File: src/shared/aiu_regs.svh
/*
 Register offsets, field positions, reset values and timing figures of the
 auxiliary I/O handshake unit.
 Assumes a 200 MHz system clock and a 32-bit classic Wishbone register bus.
*/
`ifndef AIU_REGS_SVH
`define AIU_REGS_SVH


// ==========================================================================
// Register byte offsets
`define AIU_OFS_CTRL   6'h00
`define AIU_OFS_STAT   6'h04
`define AIU_OFS_PROG0  6'h08
`define AIU_OFS_PROG1  6'h0C
`define AIU_OFS_CFDAT  6'h10
`define AIU_OFS_CMD    6'h14

// ==========================================================================
// Control register fields
`define AIU_CTL_W      7
`define AIU_CTL_PROBE  0
`define AIU_CTL_AIR    1
`define AIU_CTL_FEED5  2
`define AIU_CTL_FEED6  3
`define AIU_CTL_FHOLD  4
`define AIU_CTL_FSHOLD 5
`define AIU_CTL_ESTOP  6
`define AIU_CTL_RST    7'h00

// Command register fields (write one to act)
`define AIU_CMD_POP    0
`define AIU_CMD_ERRSET 1
`define AIU_CMD_ERRCLR 2

// Status register fields
`define AIU_ST_V0      0
`define AIU_ST_V1      1
`define AIU_ST_EN      2
`define AIU_ST_PRDY    3
`define AIU_ST_PERM5   4
`define AIU_ST_PERM6   5
`define AIU_ST_CFBUSY  6
`define AIU_ST_AIRTO   7
`define AIU_ST_ERR     8

// ==========================================================================
// Input vector layout and widths
`define AIU_BCD_W      12
`define AIU_CFD_W      8
`define AIU_NIN        19
`define AIU_IN_CHG1    12
`define AIU_IN_CHG2    13
`define AIU_IN_EN      14
`define AIU_IN_PRDY    15
`define AIU_IN_MFRDY   16
`define AIU_IN_PERM5   17
`define AIU_IN_PERM6   18

// ==========================================================================
// Timing figures and the largest decimal digit
`define AIU_CLK_KHZ     200000
`define AIU_CF_SETUP_MS 50
`define AIU_CF_HOLD_MS  100
`define AIU_AIR_MAX_MS  3800
`define AIU_FILT_MS     1
`define AIU_BCD_MAX     4'h9

`endif

File: src/shared/aiu_pkg.sv
/*
 Types shared by the auxiliary I/O handshake unit.
 Assumes nothing of its surroundings.
*/
`default_nettype none
package aiu_pkg;
   // Cutting-force strobe sequencer states
   typedef enum logic [1:0] {
      CF_IDLE  = 2'b00,
      CF_SETUP = 2'b01,
      CF_HIGH  = 2'b10,
      CF_REL   = 2'b11
   } aiu_cf_t;

   typedef logic [31:0] aiu_cnt_t;
endpackage : aiu_pkg
`default_nettype wire

File: src/hdl/aiu_in_filter.sv
/*
 Two-stage synchroniser plus sampled glitch filter for the discrete inputs.
 Assumes a tick period of at least two clock cycles.
*/
`timescale 1ns/1ps
`default_nettype none
`include "aiu_regs.svh"
module aiu_in_filter (
   input  wire logic                   clk_sys,
   input  wire logic                   sys_rst,
   input  wire logic [`AIU_NIN-1:0]    rawIn,
   input  wire aiu_pkg::aiu_cnt_t      tickLen,
   output logic      [`AIU_NIN-1:0]    cleanOut
);
   import aiu_pkg::*;

   typedef struct packed {
      logic [`AIU_NIN-1:0] s1;
      logic [`AIU_NIN-1:0] s2;
      logic [`AIU_NIN-1:0] smp;
      logic [`AIU_NIN-1:0] cln;
      aiu_cnt_t            cnt;
   } aiu_filt_t;

   aiu_filt_t q;
   aiu_filt_t d;

   // A bit is accepted once two tick samples agree
   always_comb begin
      d = q;
      d.s1 = rawIn;
      d.s2 = q.s1;
      if (q.cnt >= tickLen - 32'h0000_0001) begin
         d.cnt = '0;
         d.smp = q.s2;
         for (int i = 0; i < `AIU_NIN; i++) begin
            if (q.s2[i] == q.smp[i]) begin
               d.cln[i] = q.s2[i];
            end
         end
      end else begin
         d.cnt = q.cnt + 32'h0000_0001;
      end
      if (sys_rst) begin
         d = '0;
      end
   end

   // State register
   always_ff @(posedge clk_sys) begin
      q <= d;
   end

   assign cleanOut = q.cln;
endmodule : aiu_in_filter
`default_nettype wire

File: src/hdl/aiu_timer.sv
/*
 One-shot interval timer: expired rises limit+2 cycles after a start pulse.
 Assumes limit is held stable while the timer runs.
*/
`timescale 1ns/1ps
`default_nettype none
module aiu_timer (
   input  wire logic              clk_sys,
   input  wire logic              sys_rst,
   input  wire logic              start,
   input  wire logic              stop,
   input  wire aiu_pkg::aiu_cnt_t limit,
   output logic                   expired
);
   import aiu_pkg::*;

   typedef struct packed {
      aiu_cnt_t cnt;
      logic     run;
      logic     exp;
   } aiu_tmr_t;

   aiu_tmr_t q;
   aiu_tmr_t d;

   // Count while running; start restarts, stop abandons
   always_comb begin
      d = q;
      if (start) begin
         d.cnt = '0;
         d.run = 1'b1;
         d.exp = 1'b0;
      end else if (stop) begin
         d.run = 1'b0;
         d.exp = 1'b0;
      end else if (q.run) begin
         if (q.cnt == limit) begin
            d.run = 1'b0;
            d.exp = 1'b1;
         end else begin
            d.cnt = q.cnt + 32'h0000_0001;
         end
      end
      if (sys_rst) begin
         d = '0;
      end
   end

   // State register
   always_ff @(posedge clk_sys) begin
      q <= d;
   end

   assign expired = q.exp;
endmodule : aiu_timer
`default_nettype wire

File: src/hdl/aiu_top.sv
/*
 Auxiliary I/O handshake unit: external program call buffers, cutting-force
 data strobe, axis 5/6 motion-expected, probe and air-blow outputs, error flag.
 Assumes a classic Wishbone master and a 200 MHz clock; discrete inputs arrive
 from the machine interface logic and are filtered here.
*/
`timescale 1ns/1ps
`default_nettype none
`include "aiu_regs.svh"
module aiu_top #(
   parameter int CF_SETUP_CYC = `AIU_CF_SETUP_MS * `AIU_CLK_KHZ,
   parameter int CF_HOLD_CYC  = `AIU_CF_HOLD_MS * `AIU_CLK_KHZ,
   parameter int AIR_MAX_CYC  = `AIU_AIR_MAX_MS * `AIU_CLK_KHZ,
   parameter int FILT_CYC     = `AIU_FILT_MS * `AIU_CLK_KHZ
) (
   input  wire logic                   clk_sys,
   input  wire logic                   sys_rst,
   input  wire logic                   wb_cyc_i,
   input  wire logic                   wb_stb_i,
   input  wire logic                   wb_we_i,
   input  wire logic [5:0]             wb_adr_i,
   input  wire logic [3:0]             wb_sel_i,
   input  wire logic [31:0]            wb_dat_i,
   output logic      [31:0]            wb_dat_o,
   output logic                        wb_ack_o,
   input  wire logic [`AIU_BCD_W-1:0]  bcdIn,
   input  wire logic                   chgFirst,
   input  wire logic                   chgSecond,
   input  wire logic                   callEnable,
   input  wire logic                   probeReady,
   input  wire logic                   mfReady,
   input  wire logic [1:0]             motionPerm,
   output logic                        progEmpty,
   output logic                        cfStrobe,
   output logic      [`AIU_CFD_W-1:0]  cfData,
   output logic      [1:0]             motionExp,
   output logic                        probeAct,
   output logic                        airBlow,
   output logic                        errFlag
);
   import aiu_pkg::*;

   // Timer limits: the timer adds two cycles of its own to each interval
   localparam aiu_cnt_t CF_SETUP_LIM = 32'(CF_SETUP_CYC - 2);
   localparam aiu_cnt_t CF_HOLD_LIM  = 32'(CF_HOLD_CYC - 2);
   localparam aiu_cnt_t AIR_LIM      = 32'(AIR_MAX_CYC - 2);
   localparam aiu_cnt_t FILT_LEN     = 32'(FILT_CYC);

   typedef struct packed {
      logic                   ack;
      logic [31:0]            dat;
      logic [`AIU_CTL_W-1:0]  ctl;
      logic [`AIU_CFD_W-1:0]  cfd;
      aiu_cf_t                cf;
      logic [`AIU_BCD_W-1:0]  b0;
      logic [`AIU_BCD_W-1:0]  b1;
      logic                   v0;
      logic                   v1;
      logic [1:0]             chgPrev;
      logic                   err;
      logic                   empty;
      logic                   strobe;
      logic [1:0]             mv;
      logic                   probe;
      logic                   air;
      logic                   airTo;
      aiu_cnt_t               hHigh;
      aiu_cnt_t               hAir;
   } aiu_main_t;

   aiu_main_t q;
   aiu_main_t d;

   // ========================================================================
   // Input conditioning and timers
   logic [`AIU_NIN-1:0] filt;
   logic                cfGo;
   logic                cfExp;
   logic                airGo;
   logic                airStop;
   logic                airExp;
   aiu_cnt_t            cfLim;

   aiu_in_filter u_filt (
      .clk_sys  (clk_sys),
      .sys_rst  (sys_rst),
      .rawIn    ({motionPerm, mfReady, probeReady, callEnable,
                  chgSecond, chgFirst, bcdIn}),
      .tickLen  (FILT_LEN),
      .cleanOut (filt)
   );

   // Setup interval until the strobe is up, hold interval while it stands
   assign cfLim = (q.cf == CF_HIGH) ? CF_HOLD_LIM : CF_SETUP_LIM;

   aiu_timer u_cf_tmr (
      .clk_sys (clk_sys),
      .sys_rst (sys_rst),
      .start   (cfGo),
      .stop    (1'b0),
      .limit   (cfLim),
      .expired (cfExp)
   );

   aiu_timer u_air_tmr (
      .clk_sys (clk_sys),
      .sys_rst (sys_rst),
      .start   (airGo),
      .stop    (airStop),
      .limit   (AIR_LIM),
      .expired (airExp)
   );

   // Non-decimal digit check over the three decades
   function automatic logic bcdBad(input logic [`AIU_BCD_W-1:0] v);
      logic bad;
      bad = 1'b0;
      for (int k = 0; k < 3; k++) begin
         if (v[4*k +: 4] > `AIU_BCD_MAX) begin
            bad = 1'b1;
         end
      end
      return bad;
   endfunction : bcdBad

   // ========================================================================
   // Next-state logic
   logic                  access;
   logic                  wr;
   logic                  pop;
   logic                  errSet;
   logic                  errClr;
   logic                  callEn;
   logic                  anyHold;
   logic [1:0]            rise;
   logic [`AIU_BCD_W-1:0] bcdF;

   always_comb begin
      d = q;
      access  = wb_cyc_i && wb_stb_i && !q.ack;
      wr      = wb_cyc_i && wb_stb_i && q.ack && wb_we_i && wb_sel_i[0]; // Lands as ack is seen
      pop     = wr && (wb_adr_i == `AIU_OFS_CMD) && wb_dat_i[`AIU_CMD_POP];
      errSet  = wr && (wb_adr_i == `AIU_OFS_CMD) && wb_dat_i[`AIU_CMD_ERRSET];
      errClr  = wr && (wb_adr_i == `AIU_OFS_CMD) && wb_dat_i[`AIU_CMD_ERRCLR];
      callEn  = filt[`AIU_IN_EN];
      bcdF    = filt[`AIU_BCD_W-1:0];
      rise    = filt[`AIU_IN_CHG2:`AIU_IN_CHG1] & ~q.chgPrev;
      cfGo    = 1'b0;
      airGo   = 1'b0;
      airStop = 1'b0;

      // Bus answer: one ack per request, unmapped reads give zero
      d.ack = access;
      if (access && !wb_we_i) begin
         case (wb_adr_i)
            `AIU_OFS_CTRL:  d.dat = 32'(q.ctl);
            `AIU_OFS_STAT:  d.dat = 32'({q.err, q.airTo, q.cf != CF_IDLE,
                                         filt[`AIU_IN_PERM6], filt[`AIU_IN_PERM5],
                                         filt[`AIU_IN_PRDY], callEn, q.v1, q.v0});
            `AIU_OFS_PROG0: d.dat = 32'(q.b0);
            `AIU_OFS_PROG1: d.dat = 32'(q.b1);
            `AIU_OFS_CFDAT: d.dat = 32'(q.cfd);
            default:        d.dat = 32'h0000_0000;
         endcase
      end
      if (wr && (wb_adr_i == `AIU_OFS_CTRL)) begin
         d.ctl = wb_dat_i[`AIU_CTL_W-1:0];
      end

      // Air-blow: time-limited; expiry clears the request and flags it
      if (d.ctl[`AIU_CTL_AIR] && !q.ctl[`AIU_CTL_AIR]) begin
         airGo = 1'b1;
      end else if (!d.ctl[`AIU_CTL_AIR] && q.ctl[`AIU_CTL_AIR]) begin
         airStop = 1'b1;
      end
      if (airExp && q.ctl[`AIU_CTL_AIR]) begin
         d.ctl[`AIU_CTL_AIR] = 1'b0;
         d.airTo = 1'b1;
         airStop = 1'b1;
      end else if (airGo) begin
         d.airTo = 1'b0;
      end
      d.air = d.ctl[`AIU_CTL_AIR];
      // Probe activation waits for the air blow to finish
      d.probe = q.ctl[`AIU_CTL_PROBE] && !q.air;

      // Motion expected follows the feed request unless any hold is active
      anyHold = q.ctl[`AIU_CTL_FHOLD] || q.ctl[`AIU_CTL_FSHOLD] ||
                q.ctl[`AIU_CTL_ESTOP];
      d.mv = {q.ctl[`AIU_CTL_FEED6], q.ctl[`AIU_CTL_FEED5]};
      if (anyHold) begin
         d.mv = 2'b00;
      end

      // Program number buffers: consume first, then capture wins
      d.chgPrev = filt[`AIU_IN_CHG2:`AIU_IN_CHG1];
      if (pop) begin
         if (q.v0) begin
            d.b0 = q.b1;
            d.v0 = q.v1;
            d.v1 = 1'b0;
         end else begin
            d.v1 = 1'b0;
         end
      end
      if (rise[0] && callEn) begin
         d.b0 = bcdF;
         d.v0 = 1'b1;
      end
      if (rise[1] && callEn) begin
         d.b1 = bcdF;
         d.v1 = 1'b1;
      end
      if (!callEn) begin
         d.v0 = 1'b0;
         d.v1 = 1'b0;
      end
      d.empty = callEn && !d.v0 && !d.v1;

      // Error flag: set on command or a non-decimal captured number
      if (errClr) begin
         d.err = 1'b0;
      end
      if (errSet || ((rise[0] || rise[1]) && callEn && bcdBad(bcdF))) begin
         d.err = 1'b1;
      end

      // Cutting-force data strobe sequencer
      case (q.cf)
         CF_IDLE: begin
            if (wr && (wb_adr_i == `AIU_OFS_CFDAT)) begin
               d.cfd = wb_dat_i[`AIU_CFD_W-1:0];
               d.cf  = CF_SETUP;
               cfGo  = 1'b1;
            end
         end
         CF_SETUP: begin
            if (cfExp) begin
               d.strobe = 1'b1;
               d.cf     = CF_HIGH;
               cfGo     = 1'b1;
            end
         end
         CF_HIGH: begin
            if (cfExp && filt[`AIU_IN_MFRDY]) begin
               d.strobe = 1'b0;
               d.cf     = CF_REL;
            end
         end
         CF_REL: begin
            // Data stays put, but the partner must no longer use it
            if (!filt[`AIU_IN_MFRDY]) begin
               d.cf = CF_IDLE;
            end
         end
         default: begin
            d.cf = CF_IDLE;
         end
      endcase

      // Helper counts of strobe and air-blow high time
      d.hHigh = q.strobe ? q.hHigh + 32'h0000_0001 : 32'h0000_0000;
      d.hAir  = q.air ? q.hAir + 32'h0000_0001 : 32'h0000_0000;

      if (sys_rst) begin
         d     = '0;
         d.ctl = `AIU_CTL_RST;
      end
   end

   // State register
   always_ff @(posedge clk_sys) begin
      q <= d;
   end

   // ========================================================================
   // Outputs, all straight from the state register
   assign wb_ack_o  = q.ack;
   assign wb_dat_o  = q.dat;
   assign progEmpty = q.empty;
   assign cfStrobe  = q.strobe;
   assign cfData    = q.cfd;
   assign motionExp = q.mv;
   assign probeAct  = q.probe;
   assign airBlow   = q.air;
   assign errFlag   = q.err;
endmodule : aiu_top
`default_nettype wire

File: config.mk
export PLATFORM = sky130hd
export DESIGN_NAME = aiu_top
export DESIGN_NICKNAME = d
export VERILOG_FILES = /design/src/shared/aiu_pkg.sv /design/src/hdl/aiu_in_filter.sv /design/src/hdl/aiu_timer.sv /design/src/hdl/aiu_top.sv
export VERILOG_INCLUDE_DIRS = /design/src /design/src/shared
export SDC_FILE = /design/constraint.sdc
export NUM_CORES = 1
export LEC_CHECK = 0
export BUFFER_PORTS_ARGS = -buffer_cell sky130_fd_sc_hd__buf_2
export CAP_MARGIN = 30
export CORE_MARGIN = 4
export CORE_UTILIZATION = 53
export DETAILED_ROUTE_END_ITERATION = 10
export PLACE_DENSITY = 0.78
export SYNTH_ARGS = -nofsm -noshare
export SYNTH_HDL_FRONTEND = slang
export SYNTH_HIERARCHICAL = 1
export SYNTH_SLANG_ARGS = --single-unit
File: constraint.sdc
create_clock -name clk_sys -period 3.7 [get_ports clk_sys]
set_input_delay 0.185 -clock clk_sys [delete_from_list [all_inputs] [get_ports clk_sys]]
set_output_delay 0.185 -clock clk_sys [all_outputs]
set_load 0.02 [all_outputs]
==> out/metrics.cfg, run 1 <==
[timing]
setup_slack_ps=874
slew_headroom=0.412
final.setup.tns_ps=0
worst_pin_slew_ps=880
fin_hold_ws_ps=93.5
slew_viol_final=0
fmax_mhz=354
hold_violations=0
rsz0062_at_grt=false
setup_viol=0
period_needed_ps=2830
min_period_over_period=0.764
fin_skew_ps=11.1

[critical_path]
endpoint_kind=register
critPathTopFamily=simple AND/OR/NAND/NOR gates
max_stage_delay_ps=530
cpMaxStageDelayCell=dlygate4sd3_1
cp.arrival_ps=3270
r2r-start=wb_ack_o$_SDFF_PP0_
start_kind=input pin
critPathBufInv=4
crit_required_ps=4140
crit_chain=dlygate4sd3_1 > buf_2 > and4_1 > nand4_4 > nor2_2 > o21a_1 > nor2b_1 > o21ai_2 > buf_8 > buf_4 > or4_1 > a21oi_1
rr_endpoint=u_air_tmr/q[24]$_SDFFE_PP0P_
path_depth=12
reg2reg_slack_ps=880
rr_worst_depth=10
crit_type=input pin to register
crit_path_max_fanout=20

[pwr]
power_mw=5.65
p_comb_frac=0.061
clkPwrFrac=0.471
switching_share=0.224
p_leak_nw=5.91
seqPwrFrac=0.468
internal-power_mw=4.38
powerDensity_nw_per_um2=377
max-vdd-ir-drop_uv=296
p_sw_mw=1.27

[cts]
cts_root_buffer=clkbuf_16
cts_made_buffers=27
ctsLongestPathBuffers=3
clk_pin_slew_ps=60
clkLatencyLatePin_ps=520
cts_max_level=1
cts_tree=built
clock_sinks=241

[finish]
post-route-util=0.618
drive_gt1_frac=0.107
antennaDiodeCount=0
nets=1803
area_growth_pct=15.3

[floorplan]
coreArea_um2=24200
die_x_um=165
dieArea_um2=27100
dieHeight_um=165
ioPinCount=114
start_util=0.536
rows=57

[worst_hold_path]
hold_path_end=wb_dat_o[7]$_SDFFE_PP0P_
hold_depth=4
hold_path.class=input pin to register
hp-start=wb_adr_i[1]

[detailed_routing]
ant_nets=0
firstDrtPassIters=5
wl_per_cell_um=14.2
vias=11100
totalWireLength_mm=28.9
vias_per_cell=5.43
drtIter0Drc=1027
remaining_drc_errors=0

[global_route]
grt_max_degree=119
grt-ovfl-total=0
grt_pass1_wl_mm=48.3
antenna_found_initial=0
grt_pass1_vias=10200
grt_usage=0.208

[synthesis]
synthFlopType=dfxtp_1
yosysWarnings=6
synth.distinct_cells=75
ys_ff_latch=241
async_flop_share=0
synthCells=1518
yosysSeqAreaShare=0.371
netlist_area_um2=13000
synth_edf_count=0
avgSynthCellArea_um2=8.56

[run_status]
status=complete, no violations

[place]
io_buffers=66
hpwl_mm=19.7
dp_slack_ps=857
place_congestion=0.888

[job]
drv_cap=0

## stage by stage
stage | cell area [um^2] | cells
after CTS | 15000 | 2039
final | 15000 | 2039
after global routing | 15000 | 2039
after detailed placement | 13800 | 1963
after floorplan | 13600 | 1691
after global placement | 13800 | 1959
## registers in the layout, indices dropped and copies added, names as in the netlist, 2 cells and up
register and cells:
cfData 8, motionExp 2, q 38, u_air_tmr/q 33, u_cf_tmr/q 33, u_filt/cleanOut 19
u_filt/q 89, wb_dat_o 12
## cells by family (layout without fill, tap and decap cells)
family / Yosys count / count (layout) / synth area share
simple gates: 588 / 588 / 0.252
compound gates: 328 / 328 / 0.163
flops: 241 / 241 / 0.371
buf+inv: 165 / 189 / 0.0683
xor+xnor: 130 / 130 / 0.0876
fa+ha+maj: 40 / 40 / 0.0385
mux: 24 / 24 / 0.0193
other cells: 2 / 175 / 0.000578
## what timing repair did
item	4_1_cts	5_1_grt
hold endpoints to repair	34	0
hold buffers	29	0
buffers inserted	0	0
gates resized for setup	0	0
## power groups by stage
| stage | clock network, mW | registers (mW) | logic [mW] |
|---|---|---|---|
| after floorplan | 0 | 2.70 | 0.248 |
| after CTS | 2.70 | 2.64 | 0.338 |
| final | 2.66 | 2.64 | 0.345 |
| after global routing | 2.81 | 2.64 | 0.388 |
| after global placement | 0 | 2.70 | 0.302 |
| after detailed placement | 0 | 2.70 | 0.313 |
## worst reg2reg max path: cells and delay by family, from the launching register on
kind / cells / cell delay (ps)
and+or+nand+nor: 5 / 1420
AOI/OAI and AO/OA: 3 / 580
buffers and inverters: 2 / 400
DFF: 1 / 340
## worst max-delay path by stage
stage                                              end                 from
after floorplan            u_cf_tmr/q[13]$_SDFFE_PP0P_  wb_ack_o$_SDFF_PP0_
after global placement    u_air_tmr/q[24]$_SDFFE_PP0P_          wb_adr_i[2]
after detailed placement  u_air_tmr/q[24]$_SDFFE_PP0P_          wb_adr_i[3]
after global routing       u_cf_tmr/q[20]$_SDFFE_PP0P_  q[100]$_SDFFE_PP0P_
final                     u_air_tmr/q[24]$_SDFFE_PP0P_             wb_stb_i
after CTS                  u_cf_tmr/q[20]$_SDFFE_PP0P_  q[100]$_SDFFE_PP0P_
## cells in the mapped netlist, types with 7 or more instances
cell type | count | share of area
dfxtp_1 | 241 | 0.37
nand2_1 | 137 | 0.040
a21oi_1 | 98 | 0.038
xor2_1 | 97 | 0.065
nand3_1 | 95 | 0.037
nor2_1 | 87 | 0.025
buf_4 | 66 | 0.038
o21ai_0 | 66 | 0.025
clkbuf_1 | 56 | 0.016
nor2b_1 | 50 | 0.024
ha_1 | 40 | 0.039
or3_1 | 37 | 0.018
xnor2_1 | 33 | 0.022
o211ai_1 | 30 | 0.017
nand4_1 | 28 | 0.013
nor4_1 | 26 | 0.013
inv_1 | 25 | 0.0072
a31oi_1 | 23 | 0.011
nor3_1 | 21 | 0.0081
or4_1 | 21 | 0.012
a22o_1 | 19 | 0.013
and3_1 | 16 | 0.0077
mux2i_1 | 16 | 0.012
o31ai_1 | 16 | 0.0092
o21ai_1 | 14 | 0.0054
and4_1 | 12 | 0.0081
buf_2 | 11 | 0.0042
o21a_1 | 10 | 0.0058
a21oi_2 | 8 | 0.0054
and2_1 | 8 | 0.0039
mux2_2 | 8 | 0.0069
a211oi_1 | 7 | 0.0040
a221oi_1 | 7 | 0.0047
## metal layers
metal | global-route usage | part of all wire | vias to the layer above
met5 | 0 | 0 | -
met4 | 0.0541 | 0.024 | 0
met3 | 0.0289 | 0.049 | 48
met2 | 0.347 | 0.47 | 259
met1 | 0.285 | 0.45 | 5175
li1 | - | - | 5590
## layout make-up
cell class              instances  area (um^2)
multi-input cells            1285         7960
repair buffers                117          823
fillers                      2040         9260
clock buffers                  39          761
inverters                      25         93.8
flip-flops and latches        241         4820
well taps                     324          405
clock inverters                 8          120
## layout by cell type (no fill, tap or decap), types with 23 or more instances in the layout
cell type and n:
nor2_1 87, o211ai_1 30, o21ai_0 66, clkbuf_16 27
inv_1 25, xnor2_1 33, dfxtp_1 241, ha_1 40
buf_2 65, xor2_1 97, nor2b_1 50, nand3_1 95
a21oi_1 98, nor4_1 26, a31oi_1 23, dlygate4sd3_1 29
or3_1 37, nand2_1 137, nand4_1 28, conb_1 175
(Power assumes the default switching activity.)
==> run 2: changes to the inputs <==
- clock period: 3.7 -> 2.6 ns (I/O delays scaled with it)
==> out/metrics.cfg, run 2 (same netlist as run 1, synthesis figures left out) <==
[timing]
hold_violations=0  ; unchanged
fin_skew_ps=21.3  ; +10.1 ps
min_period_over_period=0.945
slew_headroom=0.417  ; +0.00537
period_needed_ps=2460
worst_pin_slew_ps=874  ; -5.47 ps
setup_viol=0  ; unchanged
slew_viol_final=0  ; unchanged
fmax_mhz=407

[pwr]
max-vdd-ir-drop_uv=440  ; +49%
power_mw=8.02  ; +42%
p_leak_nw=6.04  ; +2.3%
powerDensity_nw_per_um2=527  ; +40%

[global_route]
grt_pass1_vias=10400  ; +2.1%
grt_usage=0.211  ; +0.00304
grtUsageMet1=0.285  ; +0.000290
grt-ovfl-total=0  ; unchanged
busiest_layer=met2
grt_pass1_wl_mm=48.6  ; +0.79%
met2_usage=0.358  ; +0.0112
grt_max_degree=89  ; -25%
antenna_found_initial=0  ; unchanged
grtUsageMet3=0.0272  ; -0.00175

[finish]
reg_top3=u_filt/q: 89 flops, q: 38 flops
final_common_cell=dfxtp_1
drive_gt1_frac=0.124  ; +0.0174
antennaDiodeCount=0  ; unchanged
area.sequential_um2=4820  ; unchanged
layout.cells.non_filler=2064  ; +1.2%
layout_common_cells=dfxtp_1 (241), conb_1 (175), nand2_1 (137)
post-route-util=0.628  ; +0.00980
multi_input_area_um2=7990  ; +0.47%
nets=1826  ; +1.3%
largest_reg_flops=89  ; unchanged
top_register=u_filt/q
n_fill_cell=2054  ; +0.69%
area_growth_pct=17.1

[critical_path]
start_kind=register
endpoint_kind=register
r2r-start=q[100]$_SDFFE_PP0P_
crit_required_ps=3030  ; -1110 ps
rr_endpoint=u_cf_tmr/q[6]$_SDFFE_PP0P_
rr_worst_depth=10  ; unchanged
crit_type=register to register
crit_path_max_fanout=15  ; -25%
reg2reg_slack_ps=140  ; -740 ps
critPathLaunch=q[100]$_SDFFE_PP0P_
cp.arrival_ps=2880  ; -390 ps

[cts]
cts_max_level=1  ; unchanged
cts_tree=built
cts_made_buffers=26  ; -3.7%
clkLatencyLatePin_ps=530  ; about the same
cts_root_buffer=clkbuf_16
ctsLongestPathBuffers=3  ; unchanged
clk_pin_slew_ps=60  ; about the same
clock_sinks=241  ; unchanged

[detailed_routing]
firstDrtPassIters=5  ; unchanged
totalWireLength_mm=29.2  ; +1.1%
remaining_drc_errors=0  ; unchanged
ant_nets=0  ; unchanged
wl_per_cell_um=14.2  ; -0.12%
vias_per_cell=5.42  ; -0.13%
drtIter0Drc=948  ; -7.7%
vias=11200  ; +1.1%

[floorplan]
dieArea_um2=27100  ; unchanged
coreArea_um2=24200  ; unchanged
die_x_um=165  ; unchanged
rows=57  ; unchanged
dieHeight_um=165  ; unchanged
start_util=0.536  ; unchanged
ioPinCount=114  ; unchanged

[worst_hold_path]
hold_path_end=q[114]$_SDFFE_PP0N_
hold_path.class=input pin to register
hold_depth=2  ; -2
hp-start=sys_rst

[place]
place_congestion=0.893  ; +0.57%
hpwl_mm=20.3  ; +3.0%
io_buffers=66  ; unchanged
place_inst=1984  ; +1.1%

[run_status]
status=complete, no violations

[job]
drv_cap=0  ; unchanged

==> run 2: cell types whose count changed in the layout (fill, tap and decap cells not counted) <==
cell           previous run  this run
clkinvlp_4                2         3
buf_8                     2         0
clkbuf_8                  4         6
clkinv_2                  3         6
nor4_1                   26        20
buf_4                    18        40
o21ai_1                  12        13
bufinv_16                 3         2
nor4_2                    0         6
o21ai_0                  66        65
buf_12                    1         3
clkbuf_1                  8         4
dlygate4sd3_1            29        31
==> run 2: per-stage QoR <==
stage / setup TNS [ps] / area (um^2) / hold WS (ps) / setup slack [ps]
6_report: 0 / 15200 / 24.4 / 143
5_1_grt: -328 / 15200 / 27.1 / -68.0
4_1_cts: 0 / 15200 / 5.54 / 166
3_5_place_dp: 0 / 14000 / 343 / 179
3_3_place_gp: 0 / 14000 / 343 / 243
2_1_floorplan: 0 / 13600 / 199 / 96.8
==> run 2: power by group <==
part / total, mW / switching (mW) / internal [mW]
combinational: 0.508 / 0.313 / 0.195
sequential: 3.76 / 0.0257 / 3.74
clock: 3.75 / 1.48 / 2.26
==> run 2: worst max-delay path by stage <==
stage                                              to  slack [ps]
final                      u_cf_tmr/q[6]$_SDFFE_PP0P_         140
after global routing       u_cf_tmr/q[8]$_SDFFE_PP0P_         -70
after CTS                 u_cf_tmr/q[20]$_SDFFE_PP0P_         170
after detailed placement  u_cf_tmr/q[20]$_SDFFE_PP0P_         180
after global placement    u_cf_tmr/q[20]$_SDFFE_PP0P_         240
after floorplan            u_cf_tmr/q[6]$_SDFFE_PP0P_         100
==> run 2: area by class of cell <==
type | count | share of cell area
Clock inverter | 11 | 0.00740
Tap cell | 324 | 0.0266
Multi-Input combinational cell | 1285 | 0.525
Sequential cell | 241 | 0.317
Inverter | 25 | 0.00616
Timing Repair Buffer | 141 | 0.0669
Clock buffer | 37 | 0.0508
==> run 2: timing repair <==
item	4_1_cts	5_1_grt
hold endpoints to repair	37	0
gates resized for setup	0	8
hold buffers	31	0
setup buffers	0	1
endpoints found under the setup margin	0	39
==> run 2: metal layers <==
layer	wire, um	vias up
met1	13300	5234
li1	-	5644
met2	13800	259
met4	675	0
met3	1410	56
met5	0	-
==> run 2: critical path: stages (launching register included) <==
cell and delay [ps]:
dfxtp_1 350, inv_1 100, ha_1 220, buf_4 180, xor2_1 140, nor4_1 350
nand4_1 270, o21ai_2 240, buf_4 230, nor3_1 70, o21a_1 190
==> run 3: changes to the inputs <==
- ABC_AREA: default -> 1
==> out/metrics.cfg, run 3 <==
[timing]
hold_violations=0  ; unchanged
worst_pin_slew_ps=743  ; -131 ps
slew_headroom=0.504  ; +0.0870
min_period_over_period=0.854  ; -0.0909
period_needed_ps=2220  ; -236 ps
slew_viol_final=0  ; unchanged
fmax_mhz=450  ; +11%
setup_viol=0  ; unchanged
setup_slack_ps=379  ; +236 ps
fin_hold_ws_ps=64.7  ; +40.2 ps
rsz0062_at_grt=false
fin_skew_ps=19.9  ; -1.38 ps
final.setup.tns_ps=0  ; unchanged

[pwr]
powerDensity_nw_per_um2=466  ; -12%
p_sw_mw=1.83  ; +0.68%
p_comb_frac=0.061  ; -0.002
internal-power_mw=6.01  ; -2.9%
seqPwrFrac=0.479  ; +0.010
max-vdd-ir-drop_uv=537  ; +22%
clkPwrFrac=0.460  ; -0.008
p_leak_nw=7.68  ; +27%
switching_share=0.234  ; +0.00651

[synthesis]
synthCells=2261  ; +49%
yosys.cell_count.top_type=nand2_1
avgSynthCellArea_um2=6.60  ; -23%
async_flop_share=0  ; unchanged
synth.distinct_cells=46  ; -39%
synth_area_leaders=dfxtp_1 (32%), nand2_1 (15%), nor2_1 (9.4%), inv_1 (7.2%), xnor2_1 (5.2%)
synth_edf_count=0  ; unchanged
netlist_area_um2=14900  ; +15%
synthFlopType=dfxtp_1
yosysWarnings=6  ; unchanged
yosys.area.top_type=dfxtp_1
yosysSeqAreaShare=0.323  ; -0.0479
synth_top_area_frac=0.323  ; -0.0479
ys_ff_latch=241  ; unchanged
synth_commonest_cells=nand2_1 (589), nor2_1 (374), inv_1 (286)

[global_route]
grt_pass1_vias=12700  ; +22%
grt_usage=0.217  ; +0.00557
grt-ovfl-total=0  ; unchanged
antenna_found_initial=0  ; unchanged
grt_max_degree=61  ; -31%
grt_pass1_wl_mm=57.8  ; +19%

[floorplan]
rows=61  ; +7.0%
start_util=0.537  ; +0.00109
die_x_um=176  ; +6.8%
dieHeight_um=176  ; +6.8%
coreArea_um2=27800  ; +15%
dieArea_um2=30900  ; +14%
ioPinCount=114  ; unchanged

[critical_path]
crit_path_max_fanout=24  ; +9
crit_required_ps=2990  ; -40 ps
critPathLaunch=q[100]$_SDFFE_PP0P_
endpoint_kind=register
start_kind=register
cp.arrival_ps=2610  ; -270 ps
r2r-start=q[100]$_SDFFE_PP0P_
crit_type=register to register

[cts]
clk_pin_slew_ps=60  ; about the same
cts_tree=built
clkLatencyLatePin_ps=540  ; about the same
clock_sinks=241  ; unchanged
cts_root_buffer=clkbuf_16
ctsLongestPathBuffers=3  ; unchanged
cts_max_level=1  ; unchanged
cts_made_buffers=26  ; unchanged

[finish]
multi_input_area_um2=8820  ; +10%
area_growth_pct=12.9
final_common_cell=nand2_1
n_fill_cell=2638  ; +28%
antennaDiodeCount=0  ; unchanged
drive_gt1_frac=0.0838  ; -0.0404
largest_reg_flops=89  ; unchanged
layout_common_cells=nand2_1 (589), nor2_1 (374), inv_1 (286)
area.sequential_um2=4820  ; unchanged
top_register=u_filt/q
reg_top3=u_filt/q: 89 flops, q: 38 flops
nets=2572  ; +41%

[detailed_routing]
totalWireLength_mm=33.5  ; +15%
remaining_drc_errors=0  ; unchanged
vias_per_cell=4.69  ; -14%
drtIter0Drc=951  ; +0.32%
vias=13400  ; +20%
firstDrtPassIters=5  ; unchanged
wl_per_cell_um=11.7  ; -17%
ant_nets=0  ; unchanged

[place]
hpwl_mm=24.8  ; +22%
place_congestion=0.887  ; -0.65%
dp_slack_ps=397  ; +218 ps
io_buffers=66  ; unchanged

[worst_hold_path]
hp-start=wb_adr_i[5]
hold_path.class=input pin to register

[run_status]
status=complete, no violations

[job]
drv_cap=0  ; unchanged

==> run 3: final cells by class <==
class / count / area share
Multi-Input combinational cell: 1789 / 0.523
Sequential cell: 241 / 0.286
Inverter: 291 / 0.0649
Tap cell: 378 / 0.0281
Timing Repair Buffer: 117 / 0.0474
Clock buffer: 35 / 0.0442
Clock inverter: 10 / 0.00572
==> run 3: routing by layer <==
layer  vias up  track usage  wire length [um]  part of all wire
met1      5951        0.292             15600              0.46
met2       278        0.375             15700              0.47
met3        52       0.0239              1580             0.047
met4         0       0.0513               674             0.020
li1       7138            -                 -                 -
met5         -            0                 0                 0
==> run 3: metrics by stage <==
step / util / area [um^2] / std cells / total power [mW]
after floorplan: - / 15600 / 2447 / 4.19
final: 0.607 / 16900 / 2861 / 7.85
after global placement: 0.566 / 15700 / 2787 / 4.26
after CTS: 0.607 / 16900 / 2861 / 7.92
after detailed placement: 0.566 / 15700 / 2787 / 4.27
after global routing: 0.607 / 16900 / 2861 / 8.15
==> run 3: critical path, stage by stage, from the launching register on <==
cell,delay (ps)
dfxtp_1,350
inv_1,80
ha_1,210
inv_1,270
nand2_1,90
nand2_1,70
nand2_1,50
nor2_1,140
nand2_1,70
nor2_1,120
nand2_2,70
nand2_2,60
buf_4,280
nand2_1,90
nand2_1,60
nor2_1,40
==> run 3: cell families after synthesis <==
family	Yosys count	synth area share
xor gates and xnor gates	153	0.0898
buffers and inverters	417	0.133
adders and majority gates	40	0.0335
and+or+nand+nor	1212	0.352
other	2	0.000503
DFF	241	0.323
AOI/OAI and AO/OA	196	0.0677
==> run 3: path summary, 6_finish.rpt <==
check	depth (start not counted)	slack [ps]	endpoint
setup / recovery	15	380	u_cf_tmr/q[22]$_SDFFE_PP0P_
hold / removal	6	60	errFlag$_SDFFE_PP0P_
setup reg to reg	15	380	u_cf_tmr/q[22]$_SDFFE_PP0P_
hold reg to reg	2	400	u_filt/q[83]$_SDFF_PP0_
==> run 3: power groups by stage <==
stage | combinational, mW | sequential, mW | clock [mW]
2_1_floorplan | 0.363 | 3.83 | 0
3_3_place_gp | 0.423 | 3.84 | 0
3_5_place_dp | 0.430 | 3.84 | 0
4_1_cts | 0.465 | 3.76 | 3.69
5_1_grt | 0.549 | 3.76 | 3.84
6_report | 0.479 | 3.76 | 3.61
==> run 3: what timing repair did <==
action                                 4_1_cts  5_1_grt
gates resized for setup                      0        0
setup buffers                                0        0
setup endpoints to repair                    0        0
hold buffers                                29        0
endpoints found under the hold margin       37        0
